### src/pkg/reset_power_pkg.sv
// Constants for the reset generator, power switch and oscillator output logic
// Operation
// Clear output stays low 5.6 ms after supply above 3.5V and clock running, then high.
// External active-low reset input low forces the clear output low.
// A USB bus reset leaves the clear output untouched.
// External reset input is active low; unused, the board holds it high.
// During reset the prom pins float; outside reset the prom clock is driven.
// Power switch output goes low once configured, high again during suspend.
// Oscillator output stops toggling while USB suspend is in effect.
// Board keeps the factory test input low; high selects manufacturing test mode. Here the input is only registered onto test_mode_o.
// Reference clock is 6 MHz, from a crystal or an external source.
// Working clock is the reference multiplied by eight.
// Release of the external reset restarts the full clear output low time.
package reset_power_pkg;

    // Clock of this logic
    localparam int unsigned CLK_PERIOD_NS = 100;

    // Reference and working clock rates
    localparam int unsigned REF_CLK_HZ    = 6_000_000;
    localparam int unsigned CLK_MULT      = 8;
    localparam int unsigned WORK_CLK_HZ   = REF_CLK_HZ * CLK_MULT;

    // Supply qualification threshold, in millivolts, applied by the analog comparator
    localparam int unsigned SUPPLY_QUAL_MV = 3500;

    // Clear output low time; a least time, so the cycle count rounds up
    localparam int unsigned LOW_TIME_NS   = 5_600_000;
    localparam int unsigned LOW_CYCLES    = (LOW_TIME_NS + CLK_PERIOD_NS - 1) / CLK_PERIOD_NS;
    localparam int unsigned CNT_W         = 17;

    // Reset values of the pin registers
    localparam logic CLEAR_OUT_RST  = 1'b0;
    localparam logic POWER_OFF      = 1'b1;
    localparam logic OE_N_FLOAT     = 1'b1;
    localparam logic OSC_OUT_RST    = 1'b0;

    // Sequencer states, Gray coded along wait, count, run
    typedef enum logic [1:0] {
        ST_WAIT  = 2'b00,
        ST_COUNT = 2'b01,
        ST_RUN   = 2'b11
    } seq_state_t;

endpackage

### src/core/osc_gate.sv
// Oscillator output stage that freezes during suspend
`timescale 1ns/1ns
module osc_gate (
    input  wire logic clk_i,
    input  wire logic rst_i,
    input  wire logic osc_in_i,
    input  wire logic hold_i,
    output logic      osc_out_o
);

    logic osc_reg;
    logic osc_next;

    // Follow the reference, or hold the last level; downstream logic sees a stopped clock
    always_comb begin
        osc_next = osc_reg;
        if (!hold_i) begin
            osc_next = osc_in_i;
        end
    end

    always_ff @(posedge clk_i or posedge rst_i) begin
        if (rst_i) begin
            osc_reg <= reset_power_pkg::OSC_OUT_RST;
        end else begin
            osc_reg <= osc_next;
        end
    end

    assign osc_out_o = osc_reg;

    property p_osc_frozen;
        @(posedge clk_i) disable iff (rst_i)
        hold_i |=> $stable(osc_out_o);
    endproperty
    a_osc_frozen: assert property (p_osc_frozen)
        else $error("Oscillator output moved during suspend");

    property p_osc_follows;
        @(posedge clk_i) disable iff (rst_i)
        !hold_i |=> (osc_out_o == $past(osc_in_i));
    endproperty
    a_osc_follows: assert property (p_osc_follows)
        else $error("Oscillator output did not follow the reference");

endmodule

### src/core/reset_power_ctrl.sv
// Reset generator, prom pin control, power switch output and oscillator output
`timescale 1ns/1ns
module reset_power_ctrl #(
    parameter int unsigned LOW_CYCLES = reset_power_pkg::LOW_CYCLES
) (
    input  wire logic clk_i,
    input  wire logic rst_i,
    input  wire logic supply_ok_i,
    input  wire logic pll_lock_i,
    input  wire logic reset_in_n_i,
    input  wire logic usb_bus_reset_i,
    input  wire logic usb_configured_i,
    input  wire logic usb_suspend_i,
    input  wire logic test_mode_i,
    input  wire logic osc_in_i,
    input  wire logic engine_select_i,
    input  wire logic engine_sclk_i,
    input  wire logic engine_dout_i,
    input  wire logic engine_dout_en_i,
    input  wire logic prom_data_io_i,
    output logic      generator_clear_out_n_o,
    output logic      prom_select_o,
    output logic      prom_select_oe_n_o,
    output logic      prom_serial_clock_o,
    output logic      prom_serial_clock_oe_n_o,
    output logic      prom_data_io_o,
    output logic      prom_data_io_oe_n_o,
    output logic      prom_data_in_o,
    output logic      power_switch_on_n_o,
    output logic      test_mode_o,
    output logic      osc_out_o
);

    localparam int unsigned W = reset_power_pkg::CNT_W;

    reset_power_pkg::seq_state_t state_reg;
    reset_power_pkg::seq_state_t state_next;
    logic [W-1:0]                cnt_reg;
    logic [W-1:0]                cnt_next;
    logic                        clear_reg;
    logic                        clear_next;
    logic                        qual_ok;
    logic                        run_next;

    logic                        sel_reg;
    logic                        sel_next;
    logic                        sel_oe_n_reg;
    logic                        sel_oe_n_next;
    logic                        sclk_reg;
    logic                        sclk_next;
    logic                        sclk_oe_n_reg;
    logic                        sclk_oe_n_next;
    logic                        dout_reg;
    logic                        dout_next;
    logic                        dout_oe_n_reg;
    logic                        dout_oe_n_next;
    logic                        din_reg;
    logic                        din_next;

    logic                        pwr_n_reg;
    logic                        pwr_n_next;
    logic                        test_reg;
    logic                        test_next;

    // Supply above threshold, multiplied clock locked, external reset released
    assign qual_ok = supply_ok_i && pll_lock_i && reset_in_n_i;

    // Sequencer; the USB bus reset is deliberately not an input to it
    always_comb begin
        state_next = state_reg;
        cnt_next   = cnt_reg;
        case (state_reg)
            reset_power_pkg::ST_WAIT: begin
                cnt_next = '0;
                if (qual_ok) begin
                    state_next = reset_power_pkg::ST_COUNT;
                end
            end
            reset_power_pkg::ST_COUNT: begin
                if (!qual_ok) begin
                    state_next = reset_power_pkg::ST_WAIT;
                    cnt_next   = '0;
                end else if (cnt_reg == W'(LOW_CYCLES - 1)) begin
                    state_next = reset_power_pkg::ST_RUN;
                end else begin
                    cnt_next = cnt_reg + W'(1);
                end
            end
            reset_power_pkg::ST_RUN: begin
                if (!qual_ok) begin
                    state_next = reset_power_pkg::ST_WAIT;
                end
            end
            default: begin
                state_next = reset_power_pkg::ST_WAIT;
                cnt_next   = '0;
            end
        endcase
        run_next   = (state_next == reset_power_pkg::ST_RUN);
        clear_next = run_next;
    end

    always_ff @(posedge clk_i or posedge rst_i) begin
        if (rst_i) begin
            state_reg <= reset_power_pkg::ST_WAIT;
            cnt_reg   <= '0;
            clear_reg <= reset_power_pkg::CLEAR_OUT_RST;
        end else begin
            state_reg <= state_next;
            cnt_reg   <= cnt_next;
            clear_reg <= clear_next;
        end
    end

    // Prom pins float in reset so the pull-ups hold them; enables change with the clear output
    always_comb begin
        sel_next       = engine_select_i;
        sclk_next      = engine_sclk_i;
        dout_next      = engine_dout_i;
        din_next       = prom_data_io_i;
        sel_oe_n_next  = reset_power_pkg::OE_N_FLOAT;
        sclk_oe_n_next = reset_power_pkg::OE_N_FLOAT;
        dout_oe_n_next = reset_power_pkg::OE_N_FLOAT;
        if (run_next) begin
            sel_oe_n_next  = 1'b0;
            sclk_oe_n_next = 1'b0;
            dout_oe_n_next = !engine_dout_en_i;
        end
    end

    always_ff @(posedge clk_i or posedge rst_i) begin
        if (rst_i) begin
            sel_reg       <= 1'b0;
            sclk_reg      <= 1'b0;
            dout_reg      <= 1'b0;
            din_reg       <= 1'b0;
            sel_oe_n_reg  <= reset_power_pkg::OE_N_FLOAT;
            sclk_oe_n_reg <= reset_power_pkg::OE_N_FLOAT;
            dout_oe_n_reg <= reset_power_pkg::OE_N_FLOAT;
        end else begin
            sel_reg       <= sel_next;
            sclk_reg      <= sclk_next;
            dout_reg      <= dout_next;
            din_reg       <= din_next;
            sel_oe_n_reg  <= sel_oe_n_next;
            sclk_oe_n_reg <= sclk_oe_n_next;
            dout_oe_n_reg <= dout_oe_n_next;
        end
    end

    // Power switch on only when running, configured and awake; test input is just flagged
    always_comb begin
        pwr_n_next = reset_power_pkg::POWER_OFF;
        if (run_next && usb_configured_i && !usb_suspend_i) begin
            pwr_n_next = 1'b0;
        end
        test_next = test_mode_i;
    end

    always_ff @(posedge clk_i or posedge rst_i) begin
        if (rst_i) begin
            pwr_n_reg <= reset_power_pkg::POWER_OFF;
            test_reg  <= 1'b0;
        end else begin
            pwr_n_reg <= pwr_n_next;
            test_reg  <= test_next;
        end
    end

    // Oscillator output freezes in suspend; external logic on it must live with that
    osc_gate u_osc_gate (
        .clk_i     (clk_i),
        .rst_i     (rst_i),
        .osc_in_i  (osc_in_i),
        .hold_i    (usb_suspend_i),
        .osc_out_o (osc_out_o)
    );

    assign generator_clear_out_n_o  = clear_reg;
    assign prom_select_o            = sel_reg;
    assign prom_select_oe_n_o       = sel_oe_n_reg;
    assign prom_serial_clock_o      = sclk_reg;
    assign prom_serial_clock_oe_n_o = sclk_oe_n_reg;
    assign prom_data_io_o           = dout_reg;
    assign prom_data_io_oe_n_o      = dout_oe_n_reg;
    assign prom_data_in_o           = din_reg;
    assign power_switch_on_n_o      = pwr_n_reg;
    assign test_mode_o              = test_reg;

    // Qualified low cycles seen before the clear output rises; checks the low time
    logic [W-1:0] hold_cnt_reg;
    logic [W-1:0] hold_cnt_next;

    always_comb begin
        hold_cnt_next = '0;
        if (qual_ok && !generator_clear_out_n_o) begin
            hold_cnt_next = hold_cnt_reg + W'(1);
        end
    end

    always_ff @(posedge clk_i or posedge rst_i) begin
        if (rst_i) begin
            hold_cnt_reg <= '0;
        end else begin
            hold_cnt_reg <= hold_cnt_next;
        end
    end

    property p_low_time;
        @(posedge clk_i) disable iff (rst_i)
        $rose(generator_clear_out_n_o) |-> ($past(hold_cnt_reg) >= W'(LOW_CYCLES));
    endproperty
    a_low_time: assert property (p_low_time)
        else $error("Clear output released before the low time ran out");

    property p_supply_low;
        @(posedge clk_i) disable iff (rst_i)
        !supply_ok_i |=> !generator_clear_out_n_o;
    endproperty
    a_supply_low: assert property (p_supply_low)
        else $error("Clear output high without a qualified supply");

    property p_ext_reset;
        @(posedge clk_i) disable iff (rst_i)
        !reset_in_n_i |=> !generator_clear_out_n_o;
    endproperty
    a_ext_reset: assert property (p_ext_reset)
        else $error("External reset did not force the clear output low");

    property p_bus_reset;
        @(posedge clk_i) disable iff (rst_i)
        (usb_bus_reset_i && generator_clear_out_n_o && qual_ok) |=> generator_clear_out_n_o;
    endproperty
    a_bus_reset: assert property (p_bus_reset)
        else $error("USB bus reset disturbed the clear output");

    property p_prom_float;
        @(posedge clk_i) disable iff (rst_i)
        !generator_clear_out_n_o |-> (prom_select_oe_n_o && prom_serial_clock_oe_n_o && prom_data_io_oe_n_o);
    endproperty
    a_prom_float: assert property (p_prom_float)
        else $error("Prom pin driven during reset");

    property p_prom_clock;
        @(posedge clk_i) disable iff (rst_i)
        generator_clear_out_n_o |-> !prom_serial_clock_oe_n_o;
    endproperty
    a_prom_clock: assert property (p_prom_clock)
        else $error("Prom clock not driven outside reset");

    property p_power_on;
        @(posedge clk_i) disable iff (rst_i)
        (generator_clear_out_n_o && qual_ok && usb_configured_i && !usb_suspend_i) |=> !power_switch_on_n_o;
    endproperty
    a_power_on: assert property (p_power_on)
        else $error("Power switch not on after configuration");

    property p_power_suspend;
        @(posedge clk_i) disable iff (rst_i)
        usb_suspend_i |=> power_switch_on_n_o;
    endproperty
    a_power_suspend: assert property (p_power_suspend)
        else $error("Power switch left on during suspend");

    property p_restart;
        @(posedge clk_i) disable iff (rst_i)
        ($rose(reset_in_n_i) && supply_ok_i && pll_lock_i) |=> !generator_clear_out_n_o [*2];
    endproperty
    a_restart: assert property (p_restart)
        else $error("Clear output rose straight after external reset release");

    property p_lock;
        @(posedge clk_i) disable iff (rst_i)
        !pll_lock_i |=> !generator_clear_out_n_o;
    endproperty
    a_lock: assert property (p_lock)
        else $error("Clear output high before the multiplied clock locked");

endmodule

### config.mk
export PLATFORM = sky130hd
export DESIGN_NAME = reset_power_ctrl
export DESIGN_NICKNAME = d
export VERILOG_FILES = /design/src/pkg/reset_power_pkg.sv /design/src/core/osc_gate.sv /design/src/core/reset_power_ctrl.sv
export SDC_FILE = /design/constraint.sdc
export NUM_CORES = 1
export LEC_CHECK = 0
export ABC_AREA = 1
export BUFFER_PORTS_ARGS = -buffer_cell sky130_fd_sc_hd__buf_4
export CAP_MARGIN = 10
export CORE_MARGIN = 2
export CORE_UTILIZATION = 31
export CTS_CLUSTER_DIAMETER = 30
export CTS_CLUSTER_SIZE = 14
export DETAILED_ROUTE_END_ITERATION = 10
export GPL_TIMING_DRIVEN = 0
export SYNTH_ARGS = -nofsm -noshare
export SYNTH_HDL_FRONTEND = slang
export SYNTH_SLANG_ARGS = --single-unit
### constraint.sdc
create_clock -name clk_i -period 1.67 [get_ports clk_i]
set_input_delay 0.167 -clock clk_i [delete_from_list [all_inputs] [get_ports clk_i]]
set_output_delay 0.167 -clock clk_i [all_outputs]
set_load 0.01 [all_outputs]
# After elaboration in Yosys (flattened, before gate mapping)
# Index checks and enable logic that the tools add are counted.
[totals]
regBits = 29
latchBits = 0
ram_bits = 0
rom_bits = 0
inputBits = 15
out_inout_bits = 11
word_cells = 38
mem_count = 0
[classes]
addsub = 1
mul = 0
div = 0
n_lt_le_gt_ge = 0
n_eq_ne = 5
shift = 0
muxes = 11
n_bitwise = 1
n_reduce_logical = 8
[ops]
columns = ["op", "count"]
rows = [
  ["17-bit 2-to-1 mux", 2],
  ["17-bit one-hot mux with 2 select lines", 1],
  ["17-bit by 1-bit adder with 17-bit output (second input constant)", 1],
  ["17-bit by 16-bit equality test with 1-bit output (second input constant)", 1],
  ["2-bit 2-to-1 mux", 4],
  ["2-bit one-hot mux with 3 select lines", 1],
  ["2-bit equality test (second input constant)", 2],
  ["1-bit logical AND", 4],
  ["1-bit 2-to-1 mux", 3],
  ["3-bit inequality test (second input constant)", 1],
  ["2-bit by 1-bit equality test with 1-bit output (second input constant)", 1],
  ["1-bit logical NOT", 2],
  ["2-bit logical NOT", 1],
  ["2-bit AND reduction", 1],
  ["1-bit NOT", 1],
]

# Depth between registers and ports, before layout
# Gate-level depths: netlist of run 1.
[depth]
depth_word = 8
mapped_depth = 10
mapped_depth_nobuf = 10

# Modules after synthesis
# A second synthesis of run 1 with hierarchy kept.
[unflattened]
hier_cells = 202
area_unflattened_um2 = 1576.5
[by_module_without_submodules]
columns = ["module", "n_inst", "cells_per_inst", "area_per_inst_um2", "seq_area_each_um2"]
rows = [
  ["reset_power_ctrl", 1, 196, 1532.7, 704.4],
  ["osc_gate", 1, 6, 43.8, 25.0],
]

# Worst setup path before layout of run 1
# Ideal clock, no wire load.
[synth_path]
kind = "reg-to-reg"
start = "reg cnt_reg[1]"
end = "reg cnt_reg[16]"
setup_ns = 0.132
arrival_time_ns = 1.256
required_ns = 1.538
path_slack_ns = 0.282
stages_incl_launch_ff = 10
path_buffers = 1
synth_period_minus_slack_ns = 1.388
path_cell_list = "dfrtp_1 ha_1 nand2_2 nor2_8 inv_2 nor2_4 a21boi_2 buf_4 nand2_1 o21ai_0"
[synth_between]
elab_chain_len = 4
elab_cells_between_ends = 7
cone_classes = "add/sub (1); eq/ne (2); mux (3); reduce/logical (1)"
[synth_lines]
columns = ["item", "line", "rtl"]
rows = [
  ["start: declaration", "reset_power_ctrl.sv:38", "logic [W-1:0] cnt_reg;"],
  ["start signal: assignment", "reset_power_ctrl.sv:110", "cnt_reg <= cnt_next;"],
  ["17-bit by 1-bit adder with 17-bit output", "reset_power_ctrl.sv:86", "cnt_next = cnt_reg + W'(1);"],
  ["17-bit 2-to-1 mux", "reset_power_ctrl.sv:83", "end else if (cnt_reg == W'(LOW_CYCLES - 1)) begin"],
  ["17-bit 2-to-1 mux", "reset_power_ctrl.sv:80", "if (!qual_ok) begin"],
  ["17-bit one-hot mux with 2 select lines", "reset_power_ctrl.sv:72", "case (state_reg)"],
]
# Several ways; a longest one is shown, not always the timed one. The select of a mux whose other input is x is not followed.
# A chain may end at the register's enable or synchronous reset.

# Final worst setup path of run 1
[layout_path]
start = "reg cnt_reg[1]"
end = "reg cnt_reg[9]"
# The elaborated chain is that of the path after synthesis.

==> results summary, run 1 <==
TritonCTS built the clock tree. The leakage component of the power is 0.00103 uW. The number of antenna violations at the first check in global routing is 0. For this configuration, the core starts out at a cell density of around a third.

Sorting the synthesized cells by how often they occur yields 73 x nand2_1, 26 x dfrtp_1, 21 x inv_1. The number of nets at the end of the flow is 261. The number of flops mapped to enable cells by yosys came out at 0.

The die area is 5680 sq um. Clock-pin slew was measured on the worst setup and hold paths at 0.06 ns. The proportion of synthesized flip-flops having asynchronous set or reset is 100%. The placeable core region is ~4800 sq um.

The post-detailed-routing wire length came out at 3.27 mm. Among all cell types in the netlist, the one instantiated most often is nand2_1. The overall die width came out at 75.3 microns. The first routing iteration left 82 violations. The required time of the critical path came out at 1.84 ns. Setup repair after global routing left no endpoint under its margin.

The most used flip-flop cell after synthesis is dfrtp_1. Ranked by total cell area, the synthesized netlist is headed by dfrtp_1 41%, nand2_1 17%, nand3_1 5.7%. At the later pin of the worst-skew pair, clock insertion delay measures 0.28 ns.

Counting every sink on the clock net gives 29. The number of global-route vias before repair came to around 1.3k. The global-route wire length before repair is 5.73 mm. The slew at the pin with the worst max-slew slack came out at roughly 0.58 ns.

The number of hold violations in the final report came out at 13. For the worst flop-to-flop path, the logic depth is 9. The detailed-router iteration count before antenna repair came out at 4. The count of standard-cell rows came out at 25.

The tree is rooted in a clkbuf_8. Setup violations remaining at the end of the flow were counted as 0. The total number of yosys warnings came out at 0.

The number of nets with antenna violations after routing came out at 0. The number of buffers inserted by post-CTS setup repair came out at 0. The post-detailed-route via-to-cell ratio is about 4.3. The area added between synthesis and finish came out at 28.9%. The number of antenna diodes in the final layout is 0. The endpoint class of the critical path is a register. Routability-driven placement finished with a final weighted congestion of approximately 0.8. The maximum VDD drop came out at 0.520 mV. The total nets after synthesis is between 200 and 250. The areal power density over the cells is 709 nW/um^2.

The highest clock rate came out at 0.653 GHz. The TritonCTS buffer count came out at 5. The flow ran to the end, but the final reports show violations. The gate count of the mapped netlist came out at 207.

Measured against its own limit, the worst slew margin works out to 61.1%. The synthesis-stage register bit count came out at 29. Detailed placement ended at an HPWL of roughly 2.3 mm. By startpoint and endpoint, the worst setup path is classified as reg2reg. During I/O placement, the number of pins put on the boundary was 26. The signal arrival time at the worst endpoint is 1.70 ns. The final cell utilization of the core came out at 42.2%.

The post-synthesis sequential area ratio is a little under half. The mean area per synthesized cell came out at approximately 7.6 sq um. The portion of synthesized cell area occupied by the leading cell type came out at 41.2%. The class of the most critical hold timing path is in2async.

The cell taking the most area after synthesis is dfrtp_1. The worst path needs ~1.5 ns of the cycle, external delays included. Adding up every negative setup slack in the final design gives 0 ns. The number of buffers inserted by port buffering came out at 24. The clock skew came out at approximately 0.0021 ns. The final max-slew violation count is 0. The placed instance count is 298. The synthesized netlist contains 26 unique library cells. The max capacitance violation total is 0. In the final routed layout, each cell accounts on average for 10.4 microns.

The fraction of final layout cells with drive strength greater than 1 came out at 24.8%. Of all nets on the critical path, the largest fanout is 10. The post-route worst hold slack came out at -0.0479 ns. The worst setup path is launched from a register. The clock tree buffer depth is 2. The largest net degree at the start of global routing is 30.

The checks that failed: hold timing. Leaving out filler cells and counting taps, the final layout contains 313. The number of H-tree levels came out at 2. The register with the most flip-flops in the layout has 17 of them. The total number of vias came out at 1354.

The share of the clock period used by the worst path after layout is 91.7%. In this run the vertical extent of the chip is roughly 75 microns. The design draws roughly 1400 uW. The post-route DRC violation count came out at 0. The combined global-route utilization of all metal layers came out at 13.4%. The mapped cell area is between 1500 and 2000 sq um. The total grt overflow came out at 0.
## cell usage in the layout (no fill, tap or decap), types with 2 or more instances in the layout
cell,synthesis,final
xor2_1,2,2
o21ai_1,4,4
nand2_1,73,73
inv_1,21,21
a21oi_1,2,2
nand2_2,4,4
clkbuf_8,0,7
nor2_2,4,5
dfstp_2,3,3
nand4_1,5,5
nor3_1,3,3
nand2_4,2,2
nor2_4,2,2
buf_4,2,26
nand3_1,18,18
nor2_1,18,17
dlygate4sd3_1,0,6
inv_2,4,4
dfrtp_1,26,26
o21ai_0,6,6
## critical path: stages (launching register included)
cell and delay [ns]:
dfrtp_1 0.36, ha_1 0.18, nand2_2 0.10, nor2_8 0.17, inv_2 0.07, nor2_4 0.14, a21boi_2 0.09, buf_4 0.18
o21ai_1 0.08, nand2_1 0.06
## logic make-up after synthesis
logic type                 count (synthesis)  synth area share (%)
DFF                                       29                  46.2
and+or+nand+nor                          132                  38.6
AOI/OAI and AO/OA                         14                  5.08
xor gates and xnor gates                   3                  1.67
buffers and inverters                     28                  7.61
adders and majority gates                  1                 0.793
## what timing repair did
item	in CTS	in global routing
hold endpoints to repair	6	0
endpoints found under the setup margin	0	3
resized for setup	0	1
hold buffers	6	0
## final cells by class
| type | instances | area (sq um) |
|---|---|---|
| tap | 67 | 83.8 |
| clock buffer | 7 | 96.3 |
| buffer | 3 | 26.3 |
| sequential | 29 | 729 |
| clock inverter | 1 | 5.00 |
| fill | 513 | 2780 |
| timing repair buffer | 31 | 268 |
| inverter | 25 | 93.8 |
| multi-input combinational | 150 | 731 |
## worst paths after layout
path | startpoint | to | slack, ns
max | cnt_reg[1] | cnt_reg[9] | 0.14
min | rst_i | cnt_reg[7] | -0.05
max reg2reg | cnt_reg[1] | cnt_reg[9] | 0.14
min reg2reg | u_osc_gate.osc_out_o | u_osc_gate.osc_out_o | 0.48
max in group asynchronous | rst_i | power_switch_on_n_o | 1.16
min in group clk_i | usb_configured_i | power_switch_on_n_o | 0.04
## stage by stage
stage | worst slack (ns) | instance area (sq um) | hold slack (ns)
2_1_floorplan | 0.282 | 1580 | 0.198
6_report | 0.139 | 2030 | -0.0479
3_5_place_dp | 0.111 | 1840 | 0.277
3_3_place_gp | 0.109 | 1840 | 0.276
4_1_cts | 0.106 | 2000 | 0.0266
5_1_grt | 0.00125 | 2030 | 0.00461
## power breakdown
part / switching [uW] / internal, uW / total (uW)
clock network: 269 / 372 / 641
registers: 3.45 / 712 / 716
logic: 36.9 / 48.1 / 85.1
total: 309 / 1130 / 1440
## metal layers
metal / global-route usage, % / wire length [microns] / part of all wire, %
met2: 20.3 / 1440 / 44
met5: 0 / 0 / 0
met4: 5.26 / 43 / 1.3
met1: 18.0 / 1670 / 51
met3: 4.23 / 120 / 3.7
No activity file was read; power rests on OpenSTA's default activity.
==> inputs of run 2 (changes only) <==
Settings changed: ABC_AREA 1 to unset.
Clock period 1.67 ns to 1.52 ns, I/O delays scaled along.
==> run 2 against run 1 <==
  * Highest routed layer unchanged
  * Critical path depth decreased by 3
  * Sequential power is 10% higher
  * Die area fell by 9.1%
  * Clock power grew 29%
  * The run ends with setup timing left
==> results summary, run 2 <==
Ranking of synthesized cells by area: dfrtp_1 46%, dfstp_2 5.5%, nand2_1 5.5% (was dfrtp_1 41%, nand2_1 17%, nand3_1 5.7%). The clock tree buffer depth is 2 (unchanged). The global-route met1 utilization was 21.2% (was 18.0%).

The number of top-level design ports was 26 (unchanged). The synthesis-stage register bit count came out at 29 (unchanged). The placeable core region is 4380 sq um (was 4820 sq um). The met3 demand-to-capacity share in global routing came out at 4.08% (was 4.23%). The shortest period the worst path allows was 2.06 ns (was 1.53 ns). The master of the slowest instance on the critical path was or4_4 (was dfrtp_1).

The number of flops mapped to enable cells by yosys came out at 0 (unchanged). The gate count of the mapped netlist came out at 141 (was 207). The CTS tree is done (unchanged). The max capacitance violation total is 0 (unchanged). The final instance area came to 2140 sq um (was 2030 sq um). The final number of setup-violating endpoints came to 22 (was 0). The post-detailed-route via-to-cell ratio is 5.35 (was 4.33). The slack of the worst reg-to-reg path was -0.54 ns (was 0.14 ns). The overall die width came out at 71.8 microns (was 75.3 microns). The fraction of final layout cells with drive strength greater than 1 is 45.9% (was 24.8%). The highest clock rate was 0.486 GHz (was 0.653 GHz). The cell taking the most area after synthesis was dfrtp_1 (unchanged). The average routed wire per standard cell is 15.7 microns (was 10.4 microns). The cell with the most instances after synthesis is dfrtp_1 (was nand2_1). The number of antenna violations at the first check in global routing is 0 (unchanged). The critical path launch point type is a register (unchanged). The die span in y came out at 71.8 microns (was 75.3 microns).

The number of flip-flops in the largest register is 17 (unchanged). The class of the most critical hold timing path is in2reg (was in2async). The top fanout value on the critical path is 6 (was 10). The largest net degree at the start of global routing is 30 (unchanged). The worst setup margin was -0.539 ns (was 0.139 ns). The TritonCTS sink count came out at 29 (unchanged). The most crowded layer after global routing is met2 (unchanged). The most frequent standard cell in the layout excluding fill and tap cells is buf_4 (was nand2_1). The area added between synthesis and finish came to 50.0% (was 28.9%). In this design, the critical path's most frequently occurring cell is a21o_1. The number of diodes added for antenna fixing was 0 (unchanged). The clock-pin slew on the worst setup and hold paths was 0.06 ns (about the same).

Synth cell count leaders: 26 x dfrtp_1, 21 x nand2_1, 14 x nand3_1 (was 73 x nand2_1, 26 x dfrtp_1, 21 x inv_1). The total nets after synthesis came to 157 (was 223). The worst slew margin relative to its limit was 63.0% (was 61.1%).

Setup repair after global routing missed its margin: true (was false). The number of nets with antenna violations after routing came out at 0 (unchanged). The delay of the slowest cell on the worst path is 0.52 ns (was 0.36 ns).

The share of the clock period used by the worst path after layout is 135% (was 91.7%). The detailed-router iteration count before antenna repair was 4 (unchanged). The worst-skew pair later-pin latency came to 0.28 ns (about the same).

The leakage component of the power is 0.000899 uW (was 0.00103 uW). The number of hold violations in the final report is 0 (was 13). The critical path start-end classification is reg2reg (unchanged). The overall power consumption came out at 1720 uW (was 1440 uW). The die area is 5160 sq um (was 5680 sq um). The post-route DRC violation count came out at 0 (unchanged).

The total half-perimeter wirelength after legalization and detailed placement is 2.25 mm (was 2.33 mm). The slew at the pin with the worst max-slew slack was 0.551 ns (was 0.583 ns). The post-route setup TNS came out at -9.85 ns (was 0 ns). The flip-flop cell with the highest count after synthesis is dfrtp_1 (unchanged).

The required time of the critical path was 1.69 ns (was 1.84 ns). The maximum VDD drop is 0.386 mV (was 0.520 mV). Commonest cells after routing, fill and taps aside: 36 x buf_4, 22 x dfrtp_1, 16 x nand2_1, 10 x nand3_1, 7 x dlygate4sd3_1 (was 73 x nand2_1, 26 x buf_4, 26 x dfrtp_1, 21 x inv_1, 18 x nand3_1). The final max-slew violation count is 0 (unchanged). Worst-path cell chain: or3b_1 > or4_4 > o21a_1 > buf_6 > a21o_1 > a21o_1 (was ha_1 > nand2_2 > nor2_8 > inv_2 > nor2_4 > a21boi_2 > buf_4 > o21ai_1 > nand2_1).

The total grt overflow is 0 (unchanged). The met2 track demand over resource came out at 25.2% (was 20.3%). The count of standard-cell rows came out at 24 (was 25). The global-route wire length before repair came out at 6.26 mm (was 5.73 mm). The count of cell types in the netlist was 42 (was 26). The area after detailed placement is 1680 sq um (was 1840 sq um). The root cell of the clock tree is clkbuf_8 (unchanged). The placer's final routability congestion estimate came out at 0.902 (was 0.822). The clock skew came out at 0.00976 ns (was 0.00210 ns). The combined global-route utilization of all metal layers is 16.1% (was 13.4%). The post-route worst hold slack came to 0.0222 ns (was -0.0479 ns). The post-synthesis sequential area ratio came out at 51.1% (was 46.2%). The mean area per synthesized cell is 10.1 sq um (was 7.62 sq um). The count of buffer and inverter cells on the critical path came out at 1 (was 2).

The number of nets at the end of the flow came out at 211 (was 261). The worst setup slack before clock tree synthesis is -0.841 ns (was 0.111 ns). The number of H-tree levels came out at 2 (unchanged). The signal arrival time at the worst endpoint came out at 2.23 ns (was 1.70 ns). Outcome: finished with violations (unchanged). The total number of vias is 1328 (was 1354). The portion of synthesized cell area occupied by the leading cell type came to 45.6% (was 41.2%). The proportion of synthesized flip-flops having asynchronous set or reset was 100% (unchanged). The areal power density over the cells came out at 803 nW/um^2 (was 709 nW/um^2).

The post-detailed-routing wire length is 3.89 mm (was 3.27 mm). The cell family contributing the most delay on the critical path is simple AND/OR/NAND/NOR gates (unchanged). The mapped cell area is 1430 sq um (was 1580 sq um). The number of global-route vias before repair is 1266 (was 1311). The total number of yosys warnings came out at 0 (unchanged). The initial DRC count is 62 (was 82).

The TritonCTS buffer count is 5 (unchanged). The number of buffers inserted by port buffering came to 24 (unchanged). The endpoint class of the critical path is a register (unchanged).

The starting density of the core came out at 32.5% (was 32.8%). Violations in the final reports: setup timing (was hold timing).
[run 2: cell types whose count changed after synthesis, sizes merged, moves of 3 or more]
cell    before  now
or4          0    3
and3         0    3
or3          0    4
nor2        25    6
nand2       79   21
o311ai       0    5
inv         25    4
nand3       19   14
[run 2: stage by stage]
| stage | instances | utilization [%] |
|---|---|---|
| 3_3_place_gp | 217 | 38.4 |
| 2_1_floorplan | 141 | - |
| 5_1_grt | 248 | 48.8 |
| 6_report | 248 | 48.8 |
| 3_5_place_dp | 217 | 38.4 |
| 4_1_cts | 245 | 46.3 |
[run 2: logic make-up after synthesis]
kind of cell	after synthesis	share of synthesized area (%)
AO/OA/AOI/OAI	30	15.9
adder cells (fa/ha/maj)	1	0.877
XOR/XNOR	3	1.84
AND/OR/NAND/NOR	67	25.4
multiplexers	1	0.789
buffers and inverters	10	4.12
flip-flops	29	51.1
[run 2: metal layers]
metal | share of wire, % | up-vias
li1 | - | 631
met1 | 44 | 667
met2 | 52 | 25
met3 | 3.3 | 5
met4 | 1.5 | 0
met5 | 0 | -
[run 2: report_power, final]
part	internal [uW]	leakage (uW)	switching, uW
Clock	534	0.0000585	297
Combinational	58.6	0.000467	42.1
Sequential	783	0.000374	5.08
[run 2: final cells by class]
cell class	count	area [sq um]
repair buffers	47	402
well taps	52	65.1
plain buffers	6	50.0
clock buffers	7	86.3
flip-flops and latches	29	734
fillers	394	2240
clock inverters	1	30.0
inverters	4	15.0
multi-input cells	102	757
[run 2: timing repair]
| action | CTS | global route |
|---|---|---|
| hold buffers | 6 | 1 |
| endpoints found under the hold margin | 6 | 9 |
| setup buffers | 14 | 0 |
| gates resized for setup | 19 | 15 |
| pin swaps | 15 | 7 |
| setup endpoints to repair | 22 | 22 |
| cloned | 0 | 1 |
[run 2: worst paths after layout]
path | start | endpoint | cells past startpoint
setup / recovery | cnt_reg[10] | cnt_reg[10] | 6
hold / removal | usb_configured_i | power_switch_on_n_o | 2
setup reg to reg | cnt_reg[10] | cnt_reg[10] | 6
hold reg to reg | u_osc_gate.osc_out_o | u_osc_gate.osc_out_o | 1
max in group asynchronous | rst_i | prom_data_io_oe_n_o | 4
min in group asynchronous | rst_i | cnt_reg[8] | 3
